===== config.mk =====
export PLATFORM = sky130hd
export DESIGN_NAME = llc_top
export DESIGN_NICKNAME = d
export VERILOG_FILES = /design/src/shared/llc_pkg.sv /design/src/rtl/llc_top.sv
export SDC_FILE = /design/constraint.sdc
export NUM_CORES = 1
export LEC_CHECK = 0
export BUFFER_PORTS_ARGS = -buffer_cell sky130_fd_sc_hd__buf_2
export CORE_ASPECT_RATIO = 1.75
export CORE_MARGIN = 4
export CORE_UTILIZATION = 40
export DETAILED_ROUTE_END_ITERATION = 16
export GPL_ROUTABILITY_DRIVEN = 0
export PLACE_DENSITY_LB_ADDON = 0.25
export RECOVER_POWER = 25
export SYNTH_ARGS = -nofsm -noshare
export SYNTH_HDL_FRONTEND = slang
export SYNTH_SLANG_ARGS = --single-unit

===== constraint.sdc =====
create_clock -name clock -period 16.3 [get_ports clock]
set_input_delay 1.63 -clock clock [delete_from_list [all_inputs] [get_ports clock]]
set_output_delay 1.63 -clock clock [all_outputs]
set_load 0.03 [all_outputs]

===== src/shared/llc_pkg.sv =====
package llc_pkg;
   // Register indices; byte address is four times the index
   localparam logic [5:0] LLC_IDX_PATTERN = 6'h0d;
   localparam logic [5:0] LLC_IDX_LOOP = 6'h0e;
   localparam logic [5:0] LLC_IDX_LENGTH = 6'h0f;
   localparam logic [5:0] LLC_IDX_TX_CODE = 6'h10;
   localparam logic [5:0] LLC_IDX_RX_ACT = 6'h11;
   localparam logic [5:0] LLC_IDX_RX_DEACT = 6'h12;
   localparam logic [5:0] LLC_IDX_EDGE = 6'h16;
   localparam logic [5:0] LLC_IDX_STATUS_PRIMARY = 6'h17;
   localparam logic [5:0] LLC_IDX_STATUS_SECONDARY = 6'h18;
   localparam logic [5:0] LLC_IDX_FLAGS = 6'h19;
   localparam logic [5:0] LLC_IDX_MODE = 6'h20;

   // Field positions
   localparam int LLC_PAT_SEL_LSB = 0;
   localparam int LLC_PAT_CLK_BIT = 2;
   localparam int LLC_LP_ANALOG_BIT = 0;
   localparam int LLC_LP_DIGITAL_BIT = 1;
   localparam int LLC_LP_REMOTE_BIT = 2;
   localparam int LLC_LP_AUTO_BIT = 3;
   localparam int LLC_LEN_TX_LSB = 0;
   localparam int LLC_LEN_ACT_LSB = 2;
   localparam int LLC_LEN_DEACT_LSB = 4;
   localparam int LLC_ACT_BIT = 0;
   localparam int LLC_DEACT_BIT = 1;
   localparam int LLC_REMOTE_ST_BIT = 0;
   localparam int LLC_MODE_E1_BIT = 0;

   // Synchronised input bundle positions
   localparam int LLC_IN_TX_CLOCK = 0;
   localparam int LLC_IN_TDAT = 1;
   localparam int LLC_IN_MCLK = 2;
   localparam int LLC_IN_RCLK = 3;
   localparam int LLC_IN_RDAT = 4;
   localparam int LLC_IN_HW = 5;
   localparam int LLC_IN_LP = 6;

   // Encodings
   localparam logic [1:0] LLC_PAT_NORMAL = 2'h0;
   localparam logic [1:0] LLC_PAT_ONES = 2'h1;
   localparam logic [1:0] LLC_PAT_PRBS = 2'h2;
   localparam logic [1:0] LLC_PAT_CODE = 2'h3;
   localparam logic [1:0] LLC_PINS_ANALOG = 2'h1;
   localparam logic [1:0] LLC_PINS_DIGITAL = 2'h2;
   localparam logic [1:0] LLC_PINS_REMOTE = 2'h3;

   // Code detection
   localparam logic [3:0] LLC_MIN_LEN = 4'h5;
   localparam logic [5:0] LLC_BLOCK_LAST = 6'h3f;
   localparam logic [2:0] LLC_ERR_LIMIT = 3'h6;
   localparam logic [7:0] LLC_REG_RST = 8'h00;

   // Timing
   localparam int LLC_CLK_KHZ = 25000;
   localparam int LLC_QUAL_E1_MS = 30;
   localparam int LLC_QUAL_T1_MS = 40;
   localparam int LLC_AUTO_MS = 5100;
   localparam int LLC_CNT_W = 28;
   localparam logic [LLC_CNT_W-1:0] LLC_QUAL_E1_CYC =
      28'(LLC_QUAL_E1_MS * LLC_CLK_KHZ);
   localparam logic [LLC_CNT_W-1:0] LLC_QUAL_T1_CYC =
      28'(LLC_QUAL_T1_MS * LLC_CLK_KHZ);
   localparam logic [LLC_CNT_W-1:0] LLC_AUTO_CYC =
      28'(LLC_AUTO_MS * LLC_CLK_KHZ);

   typedef struct packed {
      logic psel;
      logic penable;
      logic pwrite;
      logic [7:0] paddr;
      logic [31:0] pwdata;
   } llc_apb_req_t;

   typedef struct packed {
      logic [31:0] prdata;
      logic pready;
      logic pslverr;
   } llc_apb_rsp_t;

   typedef struct packed {
      logic strobe;
      logic data;
   } llc_bit_t;

   typedef struct packed {
      logic analog;
      logic digital;
      logic remote;
   } llc_path_t;

   typedef struct packed {
      logic locked;
      logic [2:0] phase;
      logic [2:0] errs;
      logic [5:0] nbits;
      logic [LLC_CNT_W-1:0] dur;
      logic [LLC_CNT_W-1:0] acnt;
      logic seen;
   } llc_det_t;
endpackage

===== src/rtl/llc_top.sv =====
// How it works
// Analog loop returns transmit stream to receive
// Hardware pins 01/10/11 pick analog/digital/remote
// Digital loop returns transmit stream to receive
// Internal patterns still replace data during analog and digital loops
// Remote loop sends recovered data to line
// Pattern select 11 repeats the loop code
// Code detection tolerates errors, any framing
// Transmit code length five to eight bits
// Short codes programmed as doubled patterns
// Clock select 0, pattern 00 gives normal
// Activate code compared with own length
// Deactivate code compared with own length
// Activate status after 30/40 ms qualification
// Deactivate status after 30/40 ms qualification
// Edge select picks rising or any change
// Interrupt flags clear when read
// Auto mode makes remote loop after 5.1 s
// Auto mode breaks remote loop after 5.1 s
// Clearing auto enable ends auto loop at once
// Pattern clock: transmit clock or master clock
// Clock select 1, pattern 00 sends zeros
// Status drops when code no longer seen
module llc_top #(
   parameter logic [27:0] QUAL_E1_CYC = llc_pkg::LLC_QUAL_E1_CYC,
   parameter logic [27:0] QUAL_T1_CYC = llc_pkg::LLC_QUAL_T1_CYC,
   parameter logic [27:0] AUTO_CYC = llc_pkg::LLC_AUTO_CYC
) (
   input wire logic clock, // 25 MHz
   input wire logic reset, // Synchronous, active high
   input wire llc_pkg::llc_apb_req_t apb_req, // APB request
   output llc_pkg::llc_apb_rsp_t apb_rsp, // APB answer
   input wire logic tx_clock, // Transmit clock pin
   input wire logic tx_data, // Transmit data pin
   input wire logic master_clock, // Master clock pin
   input wire logic rx_rec_clock, // Recovered receive clock
   input wire logic rx_rec_data, // Recovered receive data
   input wire logic hw_mode, // High: pins choose the loop
   input wire logic [1:0] loop_select_pins, // Hardware loop select
   output llc_pkg::llc_bit_t line_tx, // Bit to waveform shaper
   output llc_pkg::llc_bit_t rx_out, // Bit to receive outputs
   output llc_pkg::llc_path_t loop_path // Active loop paths
);
   import llc_pkg::*;

   typedef struct packed {
      logic [7:0] s1;
      logic [7:0] s2;
      logic [7:0] s3;
      logic [7:0] filt;
      logic [7:0] pat;
      logic [7:0] lpc;
      logic [7:0] len;
      logic [7:0] txc;
      logic [7:0] rxa;
      logic [7:0] rxd;
      logic [7:0] ies;
      logic [7:0] mode;
      logic [1:0] flags;
      logic auto_rl;
      llc_det_t [1:0] det;
      logic [7:0] hist;
      logic [2:0] txph;
      logic [14:0] prbs;
      llc_apb_rsp_t rsp;
      llc_bit_t line_tx;
      llc_bit_t rx_out;
      llc_path_t path;
   } llc_state_t;

   llc_state_t r;
   llc_state_t n;
   logic [7:0] raw;
   logic [7:0] agree;
   logic [7:0] rise;
   logic [1:0] psel;
   logic pclk;
   logic gen;
   logic pstb;
   logic [3:0] clen;
   logic [7:0] code;
   logic [1:0] ev;
   logic [1:0] fire;
   logic [27:0] qual;
   logic rbit;
   logic take;
   logic done;
   logic rc;
   logic hit;
   logic [5:0] idx;
   logic [31:0] rdv;
   logic [7:0] wd;

   function automatic logic [3:0] code_len(input logic [1:0] sel);
      return LLC_MIN_LEN + {2'h0, sel};
   endfunction

   function automatic logic [7:0] code_mask(input logic [3:0] l);
      return 8'hff >> (4'h8 - l);
   endfunction

   function automatic logic code_bit(input logic [7:0] c,
         input logic [3:0] l, input logic [2:0] ph);
      logic [3:0] i;
      i = l - 4'h1 - {1'h0, ph};
      return c[i[2:0]];
   endfunction

   function automatic logic [2:0] next_ph(input logic [2:0] ph,
         input logic [3:0] l);
      return ({1'h0, ph} == l - 4'h1) ? 3'h0 : ph + 3'h1;
   endfunction

   assign raw = {loop_select_pins, hw_mode, rx_rec_data, rx_rec_clock,
      master_clock, tx_data, tx_clock};
   assign apb_rsp = r.rsp;
   assign line_tx = r.line_tx;
   assign rx_out = r.rx_out;
   assign loop_path = r.path;

   always_comb begin
      n = r;
      n.s1 = raw;
      n.s2 = r.s1;
      n.s3 = r.s2;
      // A change counts once the last two stages agree
      agree = ~(r.s2 ^ r.s3);
      n.filt = (agree & r.s3) | (~agree & r.filt);
      rise = n.filt & ~r.filt;

      // auto loop torn down when disabled
      if (!r.lpc[LLC_LP_AUTO_BIT]) begin
         n.auto_rl = 1'b0;
      end
      // hardware pins choose the loop
      if (r.filt[LLC_IN_HW]) begin
         n.path.analog = r.filt[LLC_IN_LP+:2] == LLC_PINS_ANALOG;
         n.path.digital = r.filt[LLC_IN_LP+:2] == LLC_PINS_DIGITAL;
         n.path.remote = r.filt[LLC_IN_LP+:2] == LLC_PINS_REMOTE;
      end else begin
         n.path.analog = r.lpc[LLC_LP_ANALOG_BIT];
         n.path.digital = r.lpc[LLC_LP_DIGITAL_BIT];
         n.path.remote = r.lpc[LLC_LP_REMOTE_BIT];
      end
      n.path.remote = n.path.remote | r.auto_rl;

      psel = r.pat[LLC_PAT_SEL_LSB+:2];
      pclk = r.pat[LLC_PAT_CLK_BIT];
      // normal data only with clock select 0 and 00
      gen = (psel != LLC_PAT_NORMAL) | pclk;
      // pattern clock source
      pstb = pclk ? rise[LLC_IN_MCLK] : rise[LLC_IN_TX_CLOCK];
      clen = code_len(r.len[LLC_LEN_TX_LSB+:2]);
      n.line_tx = '0;
      if (n.path.remote) begin
         // recovered stream back to the line
         n.line_tx.strobe = rise[LLC_IN_RCLK];
         n.line_tx.data = r.filt[LLC_IN_RDAT];
      end else if (gen) begin
         // patterns overwrite data, analog and digital loops included
         n.line_tx.strobe = pstb;
         case (psel)
            // all zeros
            LLC_PAT_NORMAL: n.line_tx.data = 1'b0;
            LLC_PAT_ONES: n.line_tx.data = 1'b1;
            LLC_PAT_PRBS: n.line_tx.data = r.prbs[14];
            // repeated loop code, R8 length
            default: n.line_tx.data = code_bit(r.txc, clen, r.txph);
         endcase
      end else begin
         n.line_tx.strobe = rise[LLC_IN_TX_CLOCK];
         n.line_tx.data = r.filt[LLC_IN_TDAT];
      end
      if (gen && pstb && !n.path.remote) begin
         n.prbs = {r.prbs[13:0],
            (r.prbs[14] ^ r.prbs[13]) | (r.prbs == 15'h0)};
         n.txph = next_ph(r.txph, clen);
      end
      if (psel != LLC_PAT_CODE) begin
         n.txph = 3'h0;
      end

      // analog loop, R3: digital loop
      if (n.path.analog || n.path.digital) begin
         n.rx_out = n.line_tx;
      end else begin
         n.rx_out.strobe = rise[LLC_IN_RCLK];
         n.rx_out.data = r.filt[LLC_IN_RDAT];
      end

      rbit = n.rx_out.data;
      if (n.rx_out.strobe) begin
         n.hist = {r.hist[6:0], rbit};
      end
      qual = r.mode[LLC_MODE_E1_BIT] ? QUAL_E1_CYC : QUAL_T1_CYC;
      ev = 2'h0;
      fire = 2'h0;
      code = 8'h0;
      clen = 4'h0;
      for (int i = 0; i < 2; i++) begin
         // activate code, R12: deactivate code, R9 doubled
         code = (i == 0) ? r.rxa : r.rxd;
         clen = code_len((i == 0) ? r.len[LLC_LEN_ACT_LSB+:2] :
            r.len[LLC_LEN_DEACT_LSB+:2]);
         if (n.rx_out.strobe) begin
            // phase-free lock, errors tolerated per block
            if (!r.det[i].locked) begin
               if (((n.hist ^ code) & code_mask(clen)) == 8'h0) begin
                  n.det[i].locked = 1'b1;
                  n.det[i].phase = 3'h0;
                  n.det[i].errs = 3'h0;
                  n.det[i].nbits = 6'h0;
               end
            end else begin
               n.det[i].phase = next_ph(r.det[i].phase, clen);
               n.det[i].nbits = r.det[i].nbits + 6'h1;
               if (r.det[i].nbits == LLC_BLOCK_LAST) begin
                  n.det[i].errs = 3'h0;
               end
               if (rbit != code_bit(code, clen, r.det[i].phase)) begin
                  if (r.det[i].errs == LLC_ERR_LIMIT) begin
                     n.det[i].locked = 1'b0;
                  end else if (r.det[i].nbits != LLC_BLOCK_LAST) begin
                     n.det[i].errs = r.det[i].errs + 3'h1;
                  end else begin
                     n.det[i].errs = 3'h1;
                  end
               end
            end
         end
         if (n.det[i].locked) begin
            if (r.det[i].dur < qual) begin
               n.det[i].dur = r.det[i].dur + 28'h1;
            end
            if (r.det[i].acnt < AUTO_CYC) begin
               n.det[i].acnt = r.det[i].acnt + 28'h1;
            end
         end else begin
            n.det[i].dur = 28'h0;
            n.det[i].acnt = 28'h0;
         end
         // activate, R14: deactivate, R22: drop
         n.det[i].seen = n.det[i].locked && (n.det[i].dur >= qual);
         fire[i] = (n.det[i].acnt >= AUTO_CYC) &&
            (r.det[i].acnt < AUTO_CYC);
         // rising or any change
         ev[i] = r.ies[i] ? (n.det[i].seen ^ r.det[i].seen) :
            (n.det[i].seen & ~r.det[i].seen);
      end
      if (r.lpc[LLC_LP_AUTO_BIT]) begin
         // deactivate wins over activate
         if (fire[LLC_DEACT_BIT]) begin
            n.auto_rl = 1'b0;
         end else if (fire[LLC_ACT_BIT]) begin
            // establish and hold
            n.auto_rl = 1'b1;
         end
      end

      // APB slave: answer on the second access cycle
      idx = apb_req.paddr[7:2];
      take = apb_req.psel && apb_req.penable && !r.rsp.pready;
      done = apb_req.psel && apb_req.penable && r.rsp.pready;
      hit = 1'b1;
      rdv = 32'h0;
      if (apb_req.paddr[1:0] != 2'h0) begin
         hit = 1'b0;
      end else if (idx == LLC_IDX_PATTERN) begin
         rdv[7:0] = r.pat;
      end else if (idx == LLC_IDX_LOOP) begin
         rdv[7:0] = r.lpc;
      end else if (idx == LLC_IDX_LENGTH) begin
         rdv[7:0] = r.len;
      end else if (idx == LLC_IDX_TX_CODE) begin
         rdv[7:0] = r.txc;
      end else if (idx == LLC_IDX_RX_ACT) begin
         rdv[7:0] = r.rxa;
      end else if (idx == LLC_IDX_RX_DEACT) begin
         rdv[7:0] = r.rxd;
      end else if (idx == LLC_IDX_EDGE) begin
         rdv[7:0] = r.ies;
      end else if (idx == LLC_IDX_STATUS_PRIMARY) begin
         rdv[LLC_ACT_BIT] = r.det[0].seen;
         rdv[LLC_DEACT_BIT] = r.det[1].seen;
      end else if (idx == LLC_IDX_STATUS_SECONDARY) begin
         rdv[LLC_REMOTE_ST_BIT] = r.path.remote;
      end else if (idx == LLC_IDX_FLAGS) begin
         rdv[1:0] = r.flags;
      end else if (idx == LLC_IDX_MODE) begin
         rdv[7:0] = r.mode;
      end else begin
         hit = 1'b0;
      end
      n.rsp = '0;
      if (take) begin
         n.rsp.pready = 1'b1;
         n.rsp.pslverr = !hit;
         n.rsp.prdata = apb_req.pwrite ? 32'h0 : rdv;
      end
      wd = apb_req.pwdata[7:0];
      if (done && apb_req.pwrite && hit) begin
         if (idx == LLC_IDX_PATTERN) begin
            n.pat = wd;
         end else if (idx == LLC_IDX_LOOP) begin
            n.lpc = wd;
         end else if (idx == LLC_IDX_LENGTH) begin
            n.len = wd;
         end else if (idx == LLC_IDX_TX_CODE) begin
            n.txc = wd;
         end else if (idx == LLC_IDX_RX_ACT) begin
            n.rxa = wd;
         end else if (idx == LLC_IDX_RX_DEACT) begin
            n.rxd = wd;
         end else if (idx == LLC_IDX_EDGE) begin
            n.ies = wd;
         end else if (idx == LLC_IDX_MODE) begin
            n.mode = wd;
         end
      end
      // clear on read; only bits returned, new events win
      rc = done && !apb_req.pwrite && hit && (idx == LLC_IDX_FLAGS);
      n.flags = ev | (r.flags & ~({2{rc}} & r.rsp.prdata[1:0]));
   end

   always_ff @(posedge clock) begin
      if (reset) begin
         r <= '0;
      end else begin
         r <= n;
      end
   end
endmodule // llc_top


==> impl_metrics.env <==
export IMPL_yosysWarnings=0
export IMPL_grt_first_pass_wirelength_mm=58.8
export IMPL_die_area_sq_um=40100
export IMPL_ant_nets=0
export IMPL_critPathRequiredTime_ns=16.55
export IMPL_path_class="in2reg"
export IMPL_setup_tns_ns=0
export IMPL_rsz0062_at_grt="false"
export IMPL_cts_root_buffer="clkbuf_16"
export IMPL_clock_latency_ns=0.56
export IMPL_hold_buffers=0
export IMPL_skew_ns=0.0238
export IMPL_maxCapViolCount=3
export IMPL_r2r_start="r[56]"
export IMPL_cts_setup_buffers=0
export IMPL_leakagePower_nw=5.68
export IMPL_grt_usage_pct=17.6
export IMPL_hold_path_end="n[286]"
export IMPL_r2r_slack_ns=9.93
export IMPL_stdcell_count=2222
export IMPL_hold_depth=1
export IMPL_r2r_cells=26
export IMPL_cts_tree="built"
export IMPL_seq_area_sq_um=5630
export IMPL_cts_buffers=28
export IMPL_relSlewSlack_pct=-115
export IMPL_drive_gt1_share_pct=7.19
export IMPL_hold_viol=0
export IMPL_gr_total_overflow=0
export IMPL_die_height_um=262
export IMPL_grt_max_degree=79
export IMPL_cts_resized=0
export IMPL_multi_input_area_sq_um=8400
export IMPL_io_pin_count=94
export IMPL_viasPerCell=5.45
export IMPL_n_fill_cell=3653
export IMPL_tightest_slew_ns=3.23
export IMPL_synth_edf_count=0
export IMPL_antenna_found_initial=0
export IMPL_cp_data_arrival_time_ns=7.22
export IMPL_postSynthCellCount=1747
export IMPL_drc_errors=0
export IMPL_dp_cells=2172
export IMPL_power_density_nw_per_um2=89.8
export IMPL_std_cell_rows=92
export IMPL_grt_pass1_vias=12000
export IMPL_clock_sinks=281
export IMPL_areaGrowthSynthToFinish_pct=9.02
export IMPL_violations="capacitance limit, slew limit"
export IMPL_wl_mm=36.4
export IMPL_setup_viol=0
export IMPL_layout_commonest_cell="dfxtp_1"
export IMPL_drtPass1Iterations=6
export IMPL_netlist_area_sq_um=14700
export IMPL_wl_per_cell_um=16.4
export IMPL_final_cell_mix="dfxtp_1, nor2_1, nand2_1"
export IMPL_synth_area_leaders="dfxtp_1, nor2_1, ha_1, nand2_1, mux2i_1"
export IMPL_cts_clk_slew_worst_paths_ns=0.06
export IMPL_drv_slew=164
export IMPL_ir_worst_vdd_uv=115
export IMPL_status="finished, violations left"
export IMPL_hold_class="reg2reg"
export IMPL_synth_top_area_share_pct=38.2
export IMPL_critPathLaunchType="input port"
export IMPL_yosysTopAreaCell="dfxtp_1"
export IMPL_ys_flop_type="dfxtp_1"
export IMPL_placement_io_buffers=45
export IMPL_die_width_um=153
export IMPL_cts_htree_levels=1
export IMPL_worstHoldStart="n[294]"
export IMPL_hpwl_mm=26.5
export IMPL_ys_seq_area_share_pct=38.2
export IMPL_layout_min_cycle_time_ns=6.97
export IMPL_n_antenna_cell=0
export IMPL_min_period_over_period_pct=42.7
export IMPL_synthArstFlopShare_pct=0
export IMPL_avgSynthCellArea_sq_um=8.43
export IMPL_drtIter0Drc=583
export IMPL_endpoint_kind="register"
export IMPL_initial_core_util_pct=40.7
export IMPL_ys_types=84
export IMPL_ys_ff_latch=281
export IMPL_startpoint="reset"
export IMPL_finalNetCount=1849
export IMPL_fp_coreArea_sq_um=36100
export IMPL_via_count=12100
export IMPL_cts_buffer_depth=3
export IMPL_r2r_end="r[208]"
export IMPL_cp_max_fo=78
export IMPL_max_clock_freq_mhz=144
[worst max-delay path: stages]
cell      delay [ns]
clkbuf_1        1.01
clkbuf_1        1.88
clkbuf_1        2.39
a21oi_1         0.21
[layout make-up]
type | count | share of cell area, %
flip-flops and latches | 281 | 35.0
clock buffers | 37 | 5.14
multi-input cells | 1327 | 52.3
repair buffers | 55 | 1.68
inverters | 39 | 0.912
well taps | 470 | 3.66
clock inverters | 13 | 1.26
[kinds of logic after synthesis]
kind of cell / count (synthesis) / synth area share, %
and+or+nand+nor: 738 / 24.2
AOI/OAI and AO/OA: 301 / 13.4
DFF: 281 / 38.2
buffers and inverters: 162 / 5.36
xor gates and xnor gates: 122 / 7.26
muxes: 78 / 6.00
adders and majority gates: 64 / 5.59
other: 1 / 0.0255
[cell usage after synthesis, types with 8 or more instances]
| library cell | count |
|---|---|
| a21o_1 | 9 |
| and3_1 | 28 |
| a211oi_1 | 10 |
| ha_1 | 61 |
| xnor2_1 | 66 |
| or4_1 | 8 |
| nor2b_1 | 36 |
| clkbuf_1 | 52 |
| nor4_1 | 13 |
| buf_4 | 44 |
| a21oi_1 | 106 |
| nor3_1 | 42 |
| a22o_1 | 8 |
| mux2_2 | 12 |
| xor2_1 | 56 |
| inv_1 | 37 |
| nand4_1 | 29 |
| nor2_1 | 249 |
| and2_1 | 28 |
| nand2b_1 | 14 |
| o21ai_0 | 60 |
| a31oi_1 | 13 |
| mux2i_1 | 59 |
| nand2_1 | 178 |
| a41oi_1 | 8 |
| dfxtp_1 | 281 |
| nand3b_1 | 10 |
| nand3_1 | 54 |
| buf_2 | 13 |
| nand4b_1 | 8 |
| buf_1 | 14 |
[flip-flops by register name, indices dropped and copies added, names as in the netlist, named ones only]
name / cells
r: 232
n: 16
apb_rsp: 10
code: 8
loop_path: 3
line_tx: 2
psel: 2
rx_out: 2
pclk: 1
[per-layer routing]
layer / vias to the layer above / share of wire, % / track usage (%)
met5: - / 0 / 0
met4: 0 / 5.1 / 9.34
met3: 100 / 3.1 / 1.71
met2: 229 / 55 / 34.9
met1: 5756 / 37 / 17.8
li1: 6018 / - / -
[power breakdown]
part | internal [W] | switching [W]
clock | 0.000434 | 0.000281
combinational | 0.00000750 | 0.0000286
sequential | 0.000689 | 0.00000124
[worst max path at each step]
stage | endpoint | slack (ns) | cells after the start
after floorplan | r[208] | 10.85 | 27
after global placement | r[208] | 9.99 | 26
after detailed placement | r[208] | 9.96 | 26
after CTS | r[208] | 9.96 | 26
after global routing | loop_path[1] | 8.65 | 4
final | loop_path[1] | 9.33 | 4
[per-stage QoR]
step / util (%) / power (W) / cell area [sq um] / hold slack, ns / setup WS (ns)
after floorplan: - / 0.000736 / 14800 / 0.414 / 10.85
after global placement: 41.7 / 0.000742 / 15100 / 0.416 / 9.99
after detailed placement: 41.7 / 0.000742 / 15100 / 0.423 / 9.96
after CTS: 44.5 / 0.00146 / 16100 / 0.438 / 9.96
after global routing: 44.4 / 0.00149 / 16100 / 0.450 / 8.65
final: 44.4 / 0.00144 / 16100 / 0.432 / 9.33
No activity file was read; power rests on OpenSTA's default activity.
